## src/pkg/tpss_consts.svh

```systemverilog
// offsets, field positions, reset values and timing counts of the touch scan sequencer
`ifndef TPSS_CONSTS_SVH
`define TPSS_CONSTS_SVH
`define TPSS_ADDR_W 8
`define TPSS_ADDR_DATA 8'h00
`define TPSS_ADDR_CTRL 8'h04
`define TPSS_ADDR_STAT 8'h08
`define TPSS_ADDR_IVL 8'h0C
`define TPSS_ADDR_CMD 8'h10
`define TPSS_ADDR_CDIV 8'h14
`define TPSS_CTL_EN 0
`define TPSS_CTL_PWR 1
`define TPSS_CTL_URST 2
`define TPSS_CTL_MODE 3
`define TPSS_CTL_PRESS 5
`define TPSS_CTL_START 6
`define TPSS_CTL_STOP 7
`define TPSS_CTL_ASTART 8
`define TPSS_CTL_ASTOP 9
`define TPSS_CTL_ASCAN 10
`define TPSS_CTL_DMAMSK 11
`define TPSS_CMD_CCMD 8
`define TPSS_IVL_RST 16'h0010
`define TPSS_CDIV_RST 8'h04
`define TPSS_FRAME_BITS 4'hC
`define TPSS_PEN_CHECK_TICKS 3'h4
`define TPSS_DRV_IDLE 5'h00
`define TPSS_DRV_TOUCH 5'h10
`define TPSS_DRV_XFWD 5'h03
`define TPSS_DRV_XREV 5'h05
`define TPSS_DRV_YFWD 5'h09
`define TPSS_DRV_YREV 5'h11
`define TPSS_DRV_PRESS 5'h06
`define TPSS_CH_X 4'h0
`define TPSS_CH_Y 4'h1
`define TPSS_CH_PRESS 4'h2
`define TPSS_CH_MAIN 4'h3
`define TPSS_CH_SUB 4'h4
`define TPSS_RESP_OKAY 2'h0
`define TPSS_RESP_SLVERR 2'h2
`endif

```

## src/pkg/tpss_pkg.sv

```systemverilog
// types of the touch scan sequencer
package tpss_pkg;
  typedef enum logic [2:0] {
    TPSS_DISABLED = 3'h0,
    TPSS_STANDBY = 3'h1,
    TPSS_MAIN_BATT = 3'h2,
    TPSS_SUB_BATT = 3'h3,
    TPSS_WAIT_TOUCH = 3'h4,
    TPSS_COORD_SCAN = 3'h5,
    TPSS_INTERVAL_WAIT = 3'h6,
    TPSS_COMMAND = 3'h7
  } tpss_state_t;
  typedef enum logic [1:0] {
    TPSS_MODE_COORD = 2'h0,
    TPSS_MODE_CMD = 2'h1,
    TPSS_MODE_MAIN = 2'h2,
    TPSS_MODE_SUB = 2'h3
  } tpss_mode_t;
endpackage

```

## src/hdl/tpss_top.sv

```systemverilog
// touch panel scan sequencer with converter interface and AXI4-Lite registers
//
// Local design decisions: register access over AXI4-Lite and the address map.
`timescale 1ns/10ps
`include "tpss_consts.svh"

// Overview of operation
// - disabled: pins high impedance, inputs masked
// - standby: no panel drive, converter deselected
// - main battery: one conversion, data out, sample ready, back to standby
// - sub battery: one conversion, data out, sample ready, back to standby
// - command state: drive and converter command from manual command register
// - wait touch: touch raises pen change; auto scan moves to coordinate scan
// - transition checked four converter clocks after pen change; release stays
// - waiting for touch signals that suspend is allowed
// - coordinate: four or five conversions, DMA each, sample ready after all
// - sequencer runs with DMA masked; overwrite of unread data flags overrun
// - overrun ends coordinate early unless DMA masked
// - interval wait returns to scanning after programmed interval
// - release in interval: pen change; auto stop rescans at once
// - each axis measured twice with drive direction reversed
// - panel driver steered by a five-bit field
// - converter clock generated here with programmable period
// - serial result made parallel; bus, DMA, registers handled here
// - sequencer state reported as a three-bit code
// - two-bit mode selects coordinate, command, main or sub battery
// - auto start on touch starts the sequencer from standby into wait touch on panel touch in coordinate mode
module tpss_top #(
  parameter int DIV_W = 8,
  parameter int IVL_W = 16
) (
  input wire logic clock, // system clock
  input wire logic rst, // synchronous reset
  input wire logic [7:0] s_axi_awaddr, // write address
  input wire logic s_axi_awvalid, // write address valid
  output logic s_axi_awready, // write address ready
  input wire logic [31:0] s_axi_wdata, // write data
  input wire logic [3:0] s_axi_wstrb, // write strobes
  input wire logic s_axi_wvalid, // write data valid
  output logic s_axi_wready, // write data ready
  output logic [1:0] s_axi_bresp, // write response
  output logic s_axi_bvalid, // write response valid
  input wire logic s_axi_bready, // write response ready
  input wire logic [7:0] s_axi_araddr, // read address
  input wire logic s_axi_arvalid, // read address valid
  output logic s_axi_arready, // read address ready
  output logic [31:0] s_axi_rdata, // read data
  output logic [1:0] s_axi_rresp, // read response
  output logic s_axi_rvalid, // read data valid
  input wire logic s_axi_rready, // read data ready
  output logic dma_req, // sample waiting for DMA
  input wire logic dma_ack, // DMA took the sample
  output logic [11:0] dma_data, // sample for DMA
  output logic sample_ready_irq, // pulse: sample set complete
  output logic pen_change_irq, // pulse: touch or release seen
  output logic sample_overrun_irq, // pulse: unread sample overwritten
  output logic suspend_ok, // bus side clock may stop
  input wire logic pen_touch, // panel touch sense pin
  input wire logic conv_dout, // converter serial result pin
  output logic converter_clock, // converter clock pin
  output logic conv_cs_n, // converter select pin
  output logic conv_din, // converter command pin
  output logic [4:0] panel_drive_field, // panel driver control pins
  output logic pins_oe // output enable of all pins
);
  tpss_pkg::tpss_state_t state_q, state_d;
  logic en_q, pwr_q, press_q, start_q, stop_q, astart_q, astop_q, ascan_q, dmamsk_q;
  logic [1:0] mode_q;
  logic [IVL_W-1:0] sample_interval_reg, ivl_cnt_q;
  logic [12:0] manual_command_reg;
  logic [DIV_W-1:0] cdiv_q, div_cnt_q;
  logic [11:0] data_q, shift_q, cmd_sh_q;
  logic [3:0] bit_cnt_q;
  logic [2:0] idx_q, chk_q;
  logic pen_m1_q, pen_s_q, dout_m1_q, dout_s_q, pen_prev_q;
  logic clk_q, busy_q, unread_q, cs_n_q, din_q, oe_q, fell_q;
  logic [4:0] drive_q;
  logic aw_v_q, w_v_q, bv_q, rv_q;
  logic [7:0] aw_q;
  logic [31:0] wd_q, rd_q;
  logic [3:0] ws_q;
  logic [1:0] br_q, rr_q;
  logic rdy_q, pen_irq_q, ovr_q, susp_q;

  // bus slave
  wire wr_go = aw_v_q && w_v_q && !bv_q;
  wire rd_go = s_axi_arvalid && !rv_q;
  wire wr_ctrl = wr_go && ws_q[0] && aw_q == `TPSS_ADDR_CTRL;
  wire wr_ctrl_hi = wr_go && ws_q[1] && aw_q == `TPSS_ADDR_CTRL;
  wire rd_data = rd_go && s_axi_araddr == `TPSS_ADDR_DATA;
  wire wr_map = aw_q <= `TPSS_ADDR_CDIV && aw_q[1:0] == 2'h0;
  wire rd_map = s_axi_araddr <= `TPSS_ADDR_CDIV && s_axi_araddr[1:0] == 2'h0;
  wire unit_rst = wr_ctrl && wd_q[`TPSS_CTL_URST];
  assign s_axi_awready = !aw_v_q;
  assign s_axi_wready = !w_v_q;
  assign s_axi_bvalid = bv_q;
  assign s_axi_bresp = br_q;
  assign s_axi_arready = !rv_q;
  assign s_axi_rvalid = rv_q;
  assign s_axi_rdata = rd_q;
  assign s_axi_rresp = rr_q;

  // pin synchronisers, inputs masked while unpowered
  wire pen_m = pen_s_q && pwr_q;
  wire dout_m = dout_s_q && pwr_q;
  wire pen_rise = pen_m && !pen_prev_q;
  wire pen_fall = !pen_m && pen_prev_q;

  // converter clock divider
  wire div_wrap = div_cnt_q >= cdiv_q;
  wire tick_rise = div_wrap && !clk_q;
  wire tick_fall = div_wrap && clk_q;
  wire in_conv = state_q == tpss_pkg::TPSS_MAIN_BATT || state_q == tpss_pkg::TPSS_SUB_BATT
    || state_q == tpss_pkg::TPSS_COMMAND || state_q == tpss_pkg::TPSS_COORD_SCAN;
  wire conv_done = in_conv && busy_q && tick_rise && bit_cnt_q == `TPSS_FRAME_BITS - 4'h1;
  wire conv_go = in_conv && !busy_q && fell_q; // frame opens just after a clock fall

  // per conversion drive and converter command
  logic [4:0] drive_sel;
  logic [3:0] ch_sel;
  always_comb begin
    drive_sel = `TPSS_DRV_IDLE;
    ch_sel = `TPSS_CH_X;
    unique case (state_q)
      tpss_pkg::TPSS_MAIN_BATT: ch_sel = `TPSS_CH_MAIN;
      tpss_pkg::TPSS_SUB_BATT: ch_sel = `TPSS_CH_SUB;
      tpss_pkg::TPSS_COMMAND: begin
        drive_sel = manual_command_reg[4:0];
        ch_sel = manual_command_reg[12:9];
      end
      tpss_pkg::TPSS_COORD_SCAN: begin
        unique case (idx_q)
          3'h0: begin drive_sel = `TPSS_DRV_XFWD; ch_sel = `TPSS_CH_Y; end
          3'h1: begin drive_sel = `TPSS_DRV_XREV; ch_sel = `TPSS_CH_Y; end
          3'h2: begin drive_sel = `TPSS_DRV_YFWD; ch_sel = `TPSS_CH_X; end
          3'h3: begin drive_sel = `TPSS_DRV_YREV; ch_sel = `TPSS_CH_X; end
          default: begin drive_sel = `TPSS_DRV_PRESS; ch_sel = `TPSS_CH_PRESS; end
        endcase
      end
      tpss_pkg::TPSS_WAIT_TOUCH, tpss_pkg::TPSS_INTERVAL_WAIT: drive_sel = `TPSS_DRV_TOUCH;
      default: drive_sel = `TPSS_DRV_IDLE;
    endcase
  end

  // sample hand-off and overrun
  wire unread_clr = rd_data || dma_ack;
  wire overrun = conv_done && unread_q;
  wire [2:0] need_n = press_q ? 3'h5 : 3'h4;
  wire scan_last = conv_done && idx_q == need_n - 3'h1;
  wire scan_end = state_q == tpss_pkg::TPSS_COORD_SCAN && (scan_last || overrun);
  wire scan_fin = scan_end && !dmamsk_q;
  wire batt_fin = conv_done && (state_q == tpss_pkg::TPSS_MAIN_BATT
    || state_q == tpss_pkg::TPSS_SUB_BATT || state_q == tpss_pkg::TPSS_COMMAND);
  wire chk_now = chk_q == 3'h1 && tick_rise;
  wire ivl_done = ivl_cnt_q >= sample_interval_reg;
  wire auto_go = astart_q && pen_m && mode_q == tpss_pkg::TPSS_MODE_COORD;
  wire rel_stop = state_q == tpss_pkg::TPSS_INTERVAL_WAIT && pen_fall && astop_q;
  assign dma_req = unread_q && !dmamsk_q;
  assign dma_data = data_q;

  always_comb begin
    state_d = state_q;
    unique case (state_q)
      tpss_pkg::TPSS_DISABLED: if (pwr_q) state_d = tpss_pkg::TPSS_STANDBY;
      tpss_pkg::TPSS_STANDBY: begin
        if (en_q) begin
          unique case (tpss_pkg::tpss_mode_t'(mode_q))
            tpss_pkg::TPSS_MODE_CMD: state_d = tpss_pkg::TPSS_COMMAND;
            tpss_pkg::TPSS_MODE_MAIN: state_d = tpss_pkg::TPSS_MAIN_BATT;
            tpss_pkg::TPSS_MODE_SUB: state_d = tpss_pkg::TPSS_SUB_BATT;
            tpss_pkg::TPSS_MODE_COORD: state_d = start_q ? tpss_pkg::TPSS_COORD_SCAN
              : tpss_pkg::TPSS_WAIT_TOUCH;
          endcase
        end else if (auto_go) state_d = tpss_pkg::TPSS_WAIT_TOUCH;
      end
      tpss_pkg::TPSS_MAIN_BATT, tpss_pkg::TPSS_SUB_BATT, tpss_pkg::TPSS_COMMAND:
        if (batt_fin) state_d = tpss_pkg::TPSS_STANDBY;
      tpss_pkg::TPSS_WAIT_TOUCH:
        if (chk_now && pen_m && (ascan_q || astart_q)) state_d = tpss_pkg::TPSS_COORD_SCAN;
      tpss_pkg::TPSS_COORD_SCAN:
        if (scan_fin) state_d = stop_q ? tpss_pkg::TPSS_STANDBY : tpss_pkg::TPSS_INTERVAL_WAIT;
      tpss_pkg::TPSS_INTERVAL_WAIT:
        if (rel_stop || ivl_done) state_d = tpss_pkg::TPSS_COORD_SCAN;
    endcase
    if (!en_q && state_q != tpss_pkg::TPSS_DISABLED && !auto_go) begin
      state_d = tpss_pkg::TPSS_STANDBY;
    end
    if (!pwr_q || unit_rst) state_d = tpss_pkg::TPSS_DISABLED;
  end

  wire [31:0] ctrl_word = {20'h00000, dmamsk_q, ascan_q, astop_q, astart_q, stop_q, start_q,
    press_q, mode_q, 1'b0, pwr_q, en_q};
  wire [31:0] rd_word =
    s_axi_araddr == `TPSS_ADDR_DATA ? {20'h00000, data_q} :
    s_axi_araddr == `TPSS_ADDR_CTRL ? ctrl_word :
    s_axi_araddr == `TPSS_ADDR_STAT ? {27'h0000000, pen_prev_q, pen_m, state_q} :
    s_axi_araddr == `TPSS_ADDR_IVL ? {{(32-IVL_W){1'b0}}, sample_interval_reg} :
    s_axi_araddr == `TPSS_ADDR_CMD ? {19'h00000, manual_command_reg} :
    s_axi_araddr == `TPSS_ADDR_CDIV ? {{(32-DIV_W){1'b0}}, cdiv_q} : 32'h00000000;

  // bus channels
  always_ff @(posedge clock) begin
    if (rst) begin
      aw_v_q <= 1'b0;
      w_v_q <= 1'b0;
      bv_q <= 1'b0;
      rv_q <= 1'b0;
      aw_q <= 8'h00;
      wd_q <= 32'h00000000;
      ws_q <= 4'h0;
      br_q <= `TPSS_RESP_OKAY;
      rr_q <= `TPSS_RESP_OKAY;
      rd_q <= 32'h00000000;
    end else begin
      if (s_axi_awvalid && !aw_v_q) begin
        aw_q <= s_axi_awaddr;
        aw_v_q <= 1'b1;
      end else if (wr_go) aw_v_q <= 1'b0;
      if (s_axi_wvalid && !w_v_q) begin
        wd_q <= s_axi_wdata;
        ws_q <= s_axi_wstrb;
        w_v_q <= 1'b1;
      end else if (wr_go) w_v_q <= 1'b0;
      if (wr_go) begin
        bv_q <= 1'b1;
        br_q <= wr_map ? `TPSS_RESP_OKAY : `TPSS_RESP_SLVERR;
      end else if (s_axi_bready) bv_q <= 1'b0;
      if (rd_go) begin
        rv_q <= 1'b1;
        rr_q <= rd_map ? `TPSS_RESP_OKAY : `TPSS_RESP_SLVERR;
        rd_q <= rd_word;
      end else if (s_axi_rready) rv_q <= 1'b0;
    end
  end

  // control registers; the release set of stop_q wins over a software clear, a control write wins over other hardware updates
  wire en_hw_clr = batt_fin || (scan_fin && stop_q);
  always_ff @(posedge clock) begin
    if (rst) begin
      {en_q, pwr_q, press_q, start_q, stop_q, astart_q, astop_q, ascan_q, dmamsk_q} <= 9'h000;
      mode_q <= 2'h0;
      sample_interval_reg <= IVL_W'(`TPSS_IVL_RST);
      manual_command_reg <= 13'h0000;
      cdiv_q <= DIV_W'(`TPSS_CDIV_RST);
    end else begin
      if (wr_ctrl) begin
        {start_q, press_q, mode_q} <= wd_q[`TPSS_CTL_START:`TPSS_CTL_MODE];
        pwr_q <= wd_q[`TPSS_CTL_PWR] && !unit_rst;
        en_q <= wd_q[`TPSS_CTL_EN] && !unit_rst;
        stop_q <= wd_q[`TPSS_CTL_STOP] || rel_stop;
      end else begin
        if (en_hw_clr || unit_rst) en_q <= 1'b0;
        if (state_q == tpss_pkg::TPSS_STANDBY && auto_go) en_q <= 1'b1;
        if (state_q == tpss_pkg::TPSS_COORD_SCAN) start_q <= 1'b0;
        if (rel_stop) stop_q <= 1'b1;
        else if (scan_fin && stop_q) stop_q <= 1'b0;
      end
      if (wr_ctrl_hi) begin
        {dmamsk_q, ascan_q, astop_q, astart_q} <= wd_q[`TPSS_CTL_DMAMSK:`TPSS_CTL_ASTART];
      end
      if (wr_go && aw_q == `TPSS_ADDR_IVL) sample_interval_reg <= wd_q[IVL_W-1:0];
      if (wr_go && aw_q == `TPSS_ADDR_CMD) manual_command_reg <= wd_q[12:0];
      if (wr_go && aw_q == `TPSS_ADDR_CDIV) cdiv_q <= wd_q[DIV_W-1:0];
    end
  end

  // sequencer, converter frame and pins
  always_ff @(posedge clock) begin
    if (rst) begin
      state_q <= tpss_pkg::TPSS_DISABLED;
      {pen_m1_q, pen_s_q, dout_m1_q, dout_s_q, pen_prev_q} <= 5'h00;
      {clk_q, busy_q, unread_q, din_q, oe_q, susp_q, fell_q} <= 7'h00;
      {rdy_q, pen_irq_q, ovr_q} <= 3'h0;
      cs_n_q <= 1'b1;
      div_cnt_q <= '0;
      ivl_cnt_q <= '0;
      {bit_cnt_q, idx_q, chk_q} <= 10'h000;
      {data_q, shift_q, cmd_sh_q} <= 36'h000000000;
      drive_q <= `TPSS_DRV_IDLE;
    end else begin
      state_q <= state_d;
      {pen_m1_q, pen_s_q} <= {pen_touch, pen_m1_q};
      {dout_m1_q, dout_s_q} <= {conv_dout, dout_m1_q};
      pen_prev_q <= pen_m;
      oe_q <= state_d != tpss_pkg::TPSS_DISABLED;
      susp_q <= state_d == tpss_pkg::TPSS_WAIT_TOUCH;
      fell_q <= tick_fall;
      div_cnt_q <= (div_wrap || !pwr_q) ? '0 : div_cnt_q + 1'b1;
      if (div_wrap) clk_q <= !clk_q && pwr_q;
      if (conv_go) begin
        busy_q <= 1'b1;
        cs_n_q <= 1'b0;
        bit_cnt_q <= 4'h0;
        cmd_sh_q <= {ch_sel, 8'h00};
        drive_q <= drive_sel;
      end else if (!in_conv) begin
        busy_q <= 1'b0;
        cs_n_q <= 1'b1;
        drive_q <= drive_sel;
      end else if (busy_q && tick_rise) begin
        shift_q <= {shift_q[10:0], dout_m};
        cmd_sh_q <= {cmd_sh_q[10:0], 1'b0};
        bit_cnt_q <= bit_cnt_q + 4'h1;
        if (conv_done) busy_q <= 1'b0;
      end else if (!busy_q) cs_n_q <= 1'b1; // select drops one clock after the last rise
      if (conv_go) din_q <= ch_sel[3];
      else if (tick_fall) din_q <= cmd_sh_q[11] && busy_q;
      if (conv_done) data_q <= {shift_q[10:0], dout_m};
      unread_q <= conv_done || (unread_q && !unread_clr);
      ovr_q <= overrun;
      rdy_q <= batt_fin || scan_fin;
      pen_irq_q <= (state_q == tpss_pkg::TPSS_WAIT_TOUCH && pen_rise)
        || (state_q == tpss_pkg::TPSS_INTERVAL_WAIT && pen_fall);
      if (state_q != tpss_pkg::TPSS_COORD_SCAN || scan_end) idx_q <= 3'h0;
      else if (conv_done) idx_q <= idx_q + 3'h1;
      if (state_q == tpss_pkg::TPSS_WAIT_TOUCH && pen_rise) chk_q <= `TPSS_PEN_CHECK_TICKS;
      else if (chk_q != 3'h0 && tick_rise) chk_q <= chk_q - 3'h1;
      if (state_q != tpss_pkg::TPSS_INTERVAL_WAIT) ivl_cnt_q <= '0;
      else if (tick_rise && !ivl_done) ivl_cnt_q <= ivl_cnt_q + 1'b1;
    end
  end

  assign converter_clock = clk_q && oe_q;
  assign conv_cs_n = cs_n_q;
  assign conv_din = din_q;
  assign panel_drive_field = drive_q;
  assign pins_oe = oe_q;
  assign sample_ready_irq = rdy_q;
  assign pen_change_irq = pen_irq_q;
  assign sample_overrun_irq = ovr_q;
  assign suspend_ok = susp_q;

  chk_disabled_hiz: assert property (@(posedge clock) disable iff (rst)
    $past(state_q) == tpss_pkg::TPSS_DISABLED && state_q == tpss_pkg::TPSS_DISABLED
    |-> !pins_oe) else $error("pins driven while disabled");
  chk_standby_quiet: assert property (@(posedge clock) disable iff (rst)
    state_q == tpss_pkg::TPSS_STANDBY [*2] |-> conv_cs_n && panel_drive_field == 5'h00)
    else $error("standby drives panel or converter");
  chk_batt_return: assert property (@(posedge clock) disable iff (rst)
    state_q == tpss_pkg::TPSS_MAIN_BATT && conv_done && pwr_q && !unit_rst
    |=> state_q == tpss_pkg::TPSS_STANDBY && sample_ready_irq)
    else $error("main battery did not finish");
  chk_sub_return: assert property (@(posedge clock) disable iff (rst)
    state_q == tpss_pkg::TPSS_SUB_BATT && conv_done && en_q && pwr_q && !unit_rst
    |=> state_q == tpss_pkg::TPSS_STANDBY ##1 state_q == tpss_pkg::TPSS_STANDBY)
    else $error("sub battery did not return");
  chk_cmd_drive: assert property (@(posedge clock) disable iff (rst)
    state_q == tpss_pkg::TPSS_COMMAND && conv_go
    |=> panel_drive_field == $past(manual_command_reg[4:0]))
    else $error("command drive mismatch");
  chk_pen_irq: assert property (@(posedge clock) disable iff (rst)
    state_q == tpss_pkg::TPSS_WAIT_TOUCH && pen_rise |=> pen_change_irq)
    else $error("touch without pen change");
  chk_coord_ready: assert property (@(posedge clock) disable iff (rst)
    state_q == tpss_pkg::TPSS_COORD_SCAN && scan_last && !dmamsk_q |=> sample_ready_irq)
    else $error("coordinate done without sample ready");
  chk_overrun_flag: assert property (@(posedge clock) disable iff (rst)
    conv_done && unread_q |=> sample_overrun_irq && dma_data == $past({shift_q[10:0], dout_m}))
    else $error("overwrite not flagged");
  chk_unit_reset: assert property (@(posedge clock) disable iff (rst)
    unit_rst |=> state_q == tpss_pkg::TPSS_DISABLED ##1 !pins_oe)
    else $error("unit reset did not disable");
  chk_interval_end: assert property (@(posedge clock) disable iff (rst)
    state_q == tpss_pkg::TPSS_INTERVAL_WAIT && ivl_done && en_q && pwr_q && !unit_rst
    |=> state_q == tpss_pkg::TPSS_COORD_SCAN) else $error("interval did not rescan");
endmodule

```

## config.mk

```make
export PLATFORM = sky130hd
export DESIGN_NAME = tpss_top
export DESIGN_NICKNAME = d
export VERILOG_FILES = /design/src/pkg/tpss_pkg.sv /design/src/hdl/tpss_top.sv
export VERILOG_INCLUDE_DIRS = /design/src /design/src/pkg
export SDC_FILE = /design/constraint.sdc
export NUM_CORES = 1
export LEC_CHECK = 0
export ABC_CLOCK_PERIOD_IN_PS = 2990
export BUFFER_PORTS_ARGS = -buffer_cell sky130_fd_sc_hd__buf_2
export CORE_UTILIZATION = 40
export DETAILED_ROUTE_END_ITERATION = 16
export GPL_TIMING_DRIVEN = 0
export PLACE_DENSITY = 0.68
export SLEW_MARGIN = 0
export SYNTH_ARGS = -nofsm -noshare
export SYNTH_HDL_FRONTEND = slang
export SYNTH_SLANG_ARGS = --single-unit
```

## constraint.sdc

```tcl
create_clock -name clock -period 2.99 [get_ports clock]
set_input_delay 0 -clock clock [delete_from_list [all_inputs] [get_ports clock]]
set_output_delay 0 -clock clock [all_outputs]
set_load 0.005 [all_outputs]
```

==> impl_metrics.yaml <==
setup_path:
  path_max_fanout: 8
  critPathCaptureType: "flop"
  start_kind: "flop"
  crit_type: "reg2reg"
  critPathRequiredTime_ns: 3.36
  arrival_ns: 3.25
synthesis:
  ys_ff_latch: 181
  ys_types: 73
  synth_edf_count: 0
  ys_warn_count: 0
  synth_top_area_cell: "dfxtp_1"
  avgSynthCellArea_um2: 8.551
  ys.flop_type: "dfxtp_1"
  synth_seq_area_share: 0.4212
  async_reset_ff_frac: 0
  synth_top_area_share: 0.4212
  synth_area_leaders: "dfxtp_1 42%, mux2i_1 7.1%, nand2_1 6.3%, ha_1 5.2%, a21oi_1 5.0%"
  syn_area_um2: 8602
  syn-instance-count: 1006
clock_tree:
  clk_pin_slew_ns: 0.07
  clk_latency_ns: 0.44
  numCtsBuffers: 17
  post_cts_buffers: 0
  cts-htree-levels: 4
  cts_root_buf: "clkbuf_16"
  cts_tree: "built"
  cts_buffer_depth: 2
  cts.sinks: 181
global_routing:
  antenna_found_initial: 0
  grt_max_degree: 18
  grt_pass1_wl_um: 40160
  grt-ovfl-total: 0
  grt_pass1_vias: 7406
  grt_util_all_layers: 0.2387
power_and_ir_drop:
  p_switching_w: 0.001262
  p_sw_frac: 0.2454
  p_leak_nw: 4.027
  ir_drop_mv: 0.4116
  power_frac_seq: 0.483
  power.internal_w: 0.003881
  powerDensity_nw_per_um2: 492.3
  clkPwrFrac: 0.459
  finalPower_w: 0.005142
  power_frac_comb: 0.058
routing:
  wire_per_inst_um: 17.72
  first_iter_violations: 543
  routed_wl_um: 25800
  drc: 0
  via_count: 7820
  avgViaCountPerCell: 5.371
  drt.antenna.violating_nets: 0
  dr.pass1.iters: 7
sta:
  layout_min_cycle_time_ns: 2.882
  report.final.slew_viol_count: 0
  setup_ws_ns: 0.1079
  worst_pin_slew_ns: 0.8751
  fin_skew_ns: 0.01496
  relSlewSlack: 0.4166
  hold_viol_final: 0
  fmax_mhz: 347.0
  setup_viol: 0
  post-route-period-util: 0.9639
min_path:
  min_path_type: "in2reg"
die:
  io_pins: 129
  rows: 53
  die_area_um2: 22100
  start_util: 0.4092
  die_w_um: 148.6
  core_area_um2: 21020
  die-height_um: 148.6
layout:
  drive_above_1_share: 0.1541
  antenna_cells: 0
  fill_cells: 1992
  nets: 1266
  area_delta_synth_final_pct: 21.43
  fin_area_um2: 10450
place:
  dp_slack_ns: 0.09778
  gp_congestion: 0.9128
  hpwl_um: 18710
  numPortBuffers: 90
  postPlaceCellArea_um2: 9460
run_status:
  outcome: "finished clean"
job:
  maxCapViolations: 0
routing by layer:
metal / routed length [µm] / vias up / global-route usage / share of wire
li1: - / 3784 / - / -
met1: 11670 / 3668 / 0.3178 / 0.45
met2: 11290 / 319 / 0.3636 / 0.44
met3: 2033 / 49 / 0.06411 / 0.079
met4: 803 / 0 / 0.09794 / 0.031
met5: 0 / - / 0 / 0
cells in the mapped netlist (4+ instances only):
| cell type | count |
|---|---|
| ha_1 | 36 |
| a211oi_1 | 9 |
| xnor2_1 | 13 |
| o221ai_1 | 4 |
| nor2_1 | 114 |
| a22oi_1 | 8 |
| nor2b_1 | 11 |
| nand4_1 | 7 |
| a21oi_1 | 86 |
| xor2_1 | 5 |
| dfxtp_1 | 181 |
| nand3_1 | 30 |
| clkbuf_1 | 39 |
| a31oi_1 | 7 |
| or3_1 | 5 |
| and3_1 | 9 |
| nand2_1 | 145 |
| o211ai_1 | 10 |
| inv_1 | 47 |
| nand2b_1 | 15 |
| nor3_1 | 11 |
| a211oi_2 | 5 |
| mux2i_1 | 61 |
| buf_2 | 5 |
| buf_4 | 21 |
| mux2_2 | 6 |
| a311oi_1 | 5 |
| o21ai_0 | 22 |
| nor4_1 | 9 |
metrics by stage:
stage               hold slack (ns)    TNS [ns]  utilization  instances
CTS                         0.01709           0       0.4964       1456
finish                      0.04932           0       0.4969       1456
global placement             0.1855           0       0.4500       1388
detailed placement           0.1950           0       0.4500       1388
floorplan                   0.09902           0            -       1023
global route                0.08185  -0.0006837       0.4969       1456
power groups by stage:
stage | Sequential, W | Combinational (W) | Clock, W
finish | 0.00248 | 0.000297 | 0.00236
global route | 0.00249 | 0.000325 | 0.00248
CTS | 0.00248 | 0.000291 | 0.00239
detailed placement | 0.00254 | 0.000252 | 0
global placement | 0.00254 | 0.000249 | 0
floorplan | 0.00252 | 0.000153 | 0
logic make-up (layout without fill, tap and decap cells):
family,count (synthesis),count (layout),share of synthesized area
flops,181,181,0.4212
buf+inv,118,276,0.06444
xor+xnor,18,18,0.01833
fa+ha+maj,36,36,0.05236
mux,69,69,0.08407
compound gates,195,195,0.1485
other cells,1,18,0.0004359
simple gates,388,388,0.2106
cell type report:
cell class	instances	area, µm²	share of cell area
repair buffers	126	810.8	0.07762
well taps	275	344.1	0.03294
flip-flops and latches	181	3623	0.3469
clock buffers	19	452.9	0.04336
plain buffers	70	374.1	0.03582
multi-input cells	724	4498	0.4306
clock inverters	13	161.4	0.01545
inverters	48	180.2	0.01725
path summary, 6_finish.rpt:
kind | from | to | slack [ns] | depth (start not counted)
worst max register to register | cdiv_q[7] | suspend_ok | 0.11 | 9
worst min register to register | pen_m1_q | pen_s_q | 0.44 | 1
worst min-delay path | s_axi_arvalid | unread_q | 0.05 | 4
worst max-delay path | cdiv_q[7] | suspend_ok | 0.11 | 9
cells in the final DEF, fill, tap and decap left out, drive strengths merged, types with 4 or more instances in the layout:
cell         netlist  layout
a211oi            14      14
a21oi             88      88
a22oi              8       8
a311oi             5       5
a31oi              7       7
and3               9       9
buf               31     121
clkbuf            39      58
conb               1      18
dfxtp            181     181
dlygate4sd3        0      36
ha                36      36
inv               47      54
mux2               6       6
mux2i             61      61
nand2            146     146
nand2b            15      15
nand3             31      31
nand4              8       8
nor2             114     114
nor2b             11      11
nor3              15      15
nor3b              4       4
nor4               9       9
o211ai            10      10
o21ai             23      23
o221ai             4       4
or3                5       5
xnor2             13      13
xor2               5       5
worst max-delay path: stages (launching register included):
cell      delay [ns]
dfxtp_1         0.45
inv_1           0.08
ha_1            0.33
and2_1          0.20
a221oi_1        0.51
a21oi_4         0.20
nand4_2         0.25
nor4_1          0.08
nor4_1          0.46
and3_1          0.26
what timing repair did:
item                                   in CTS  in global routing
setup endpoints to repair                   0                 16
gates resized for setup                     0                  2
hold buffers                               36                  0
endpoints found under the hold margin      35                  0
(Power assumes the default switching activity.)
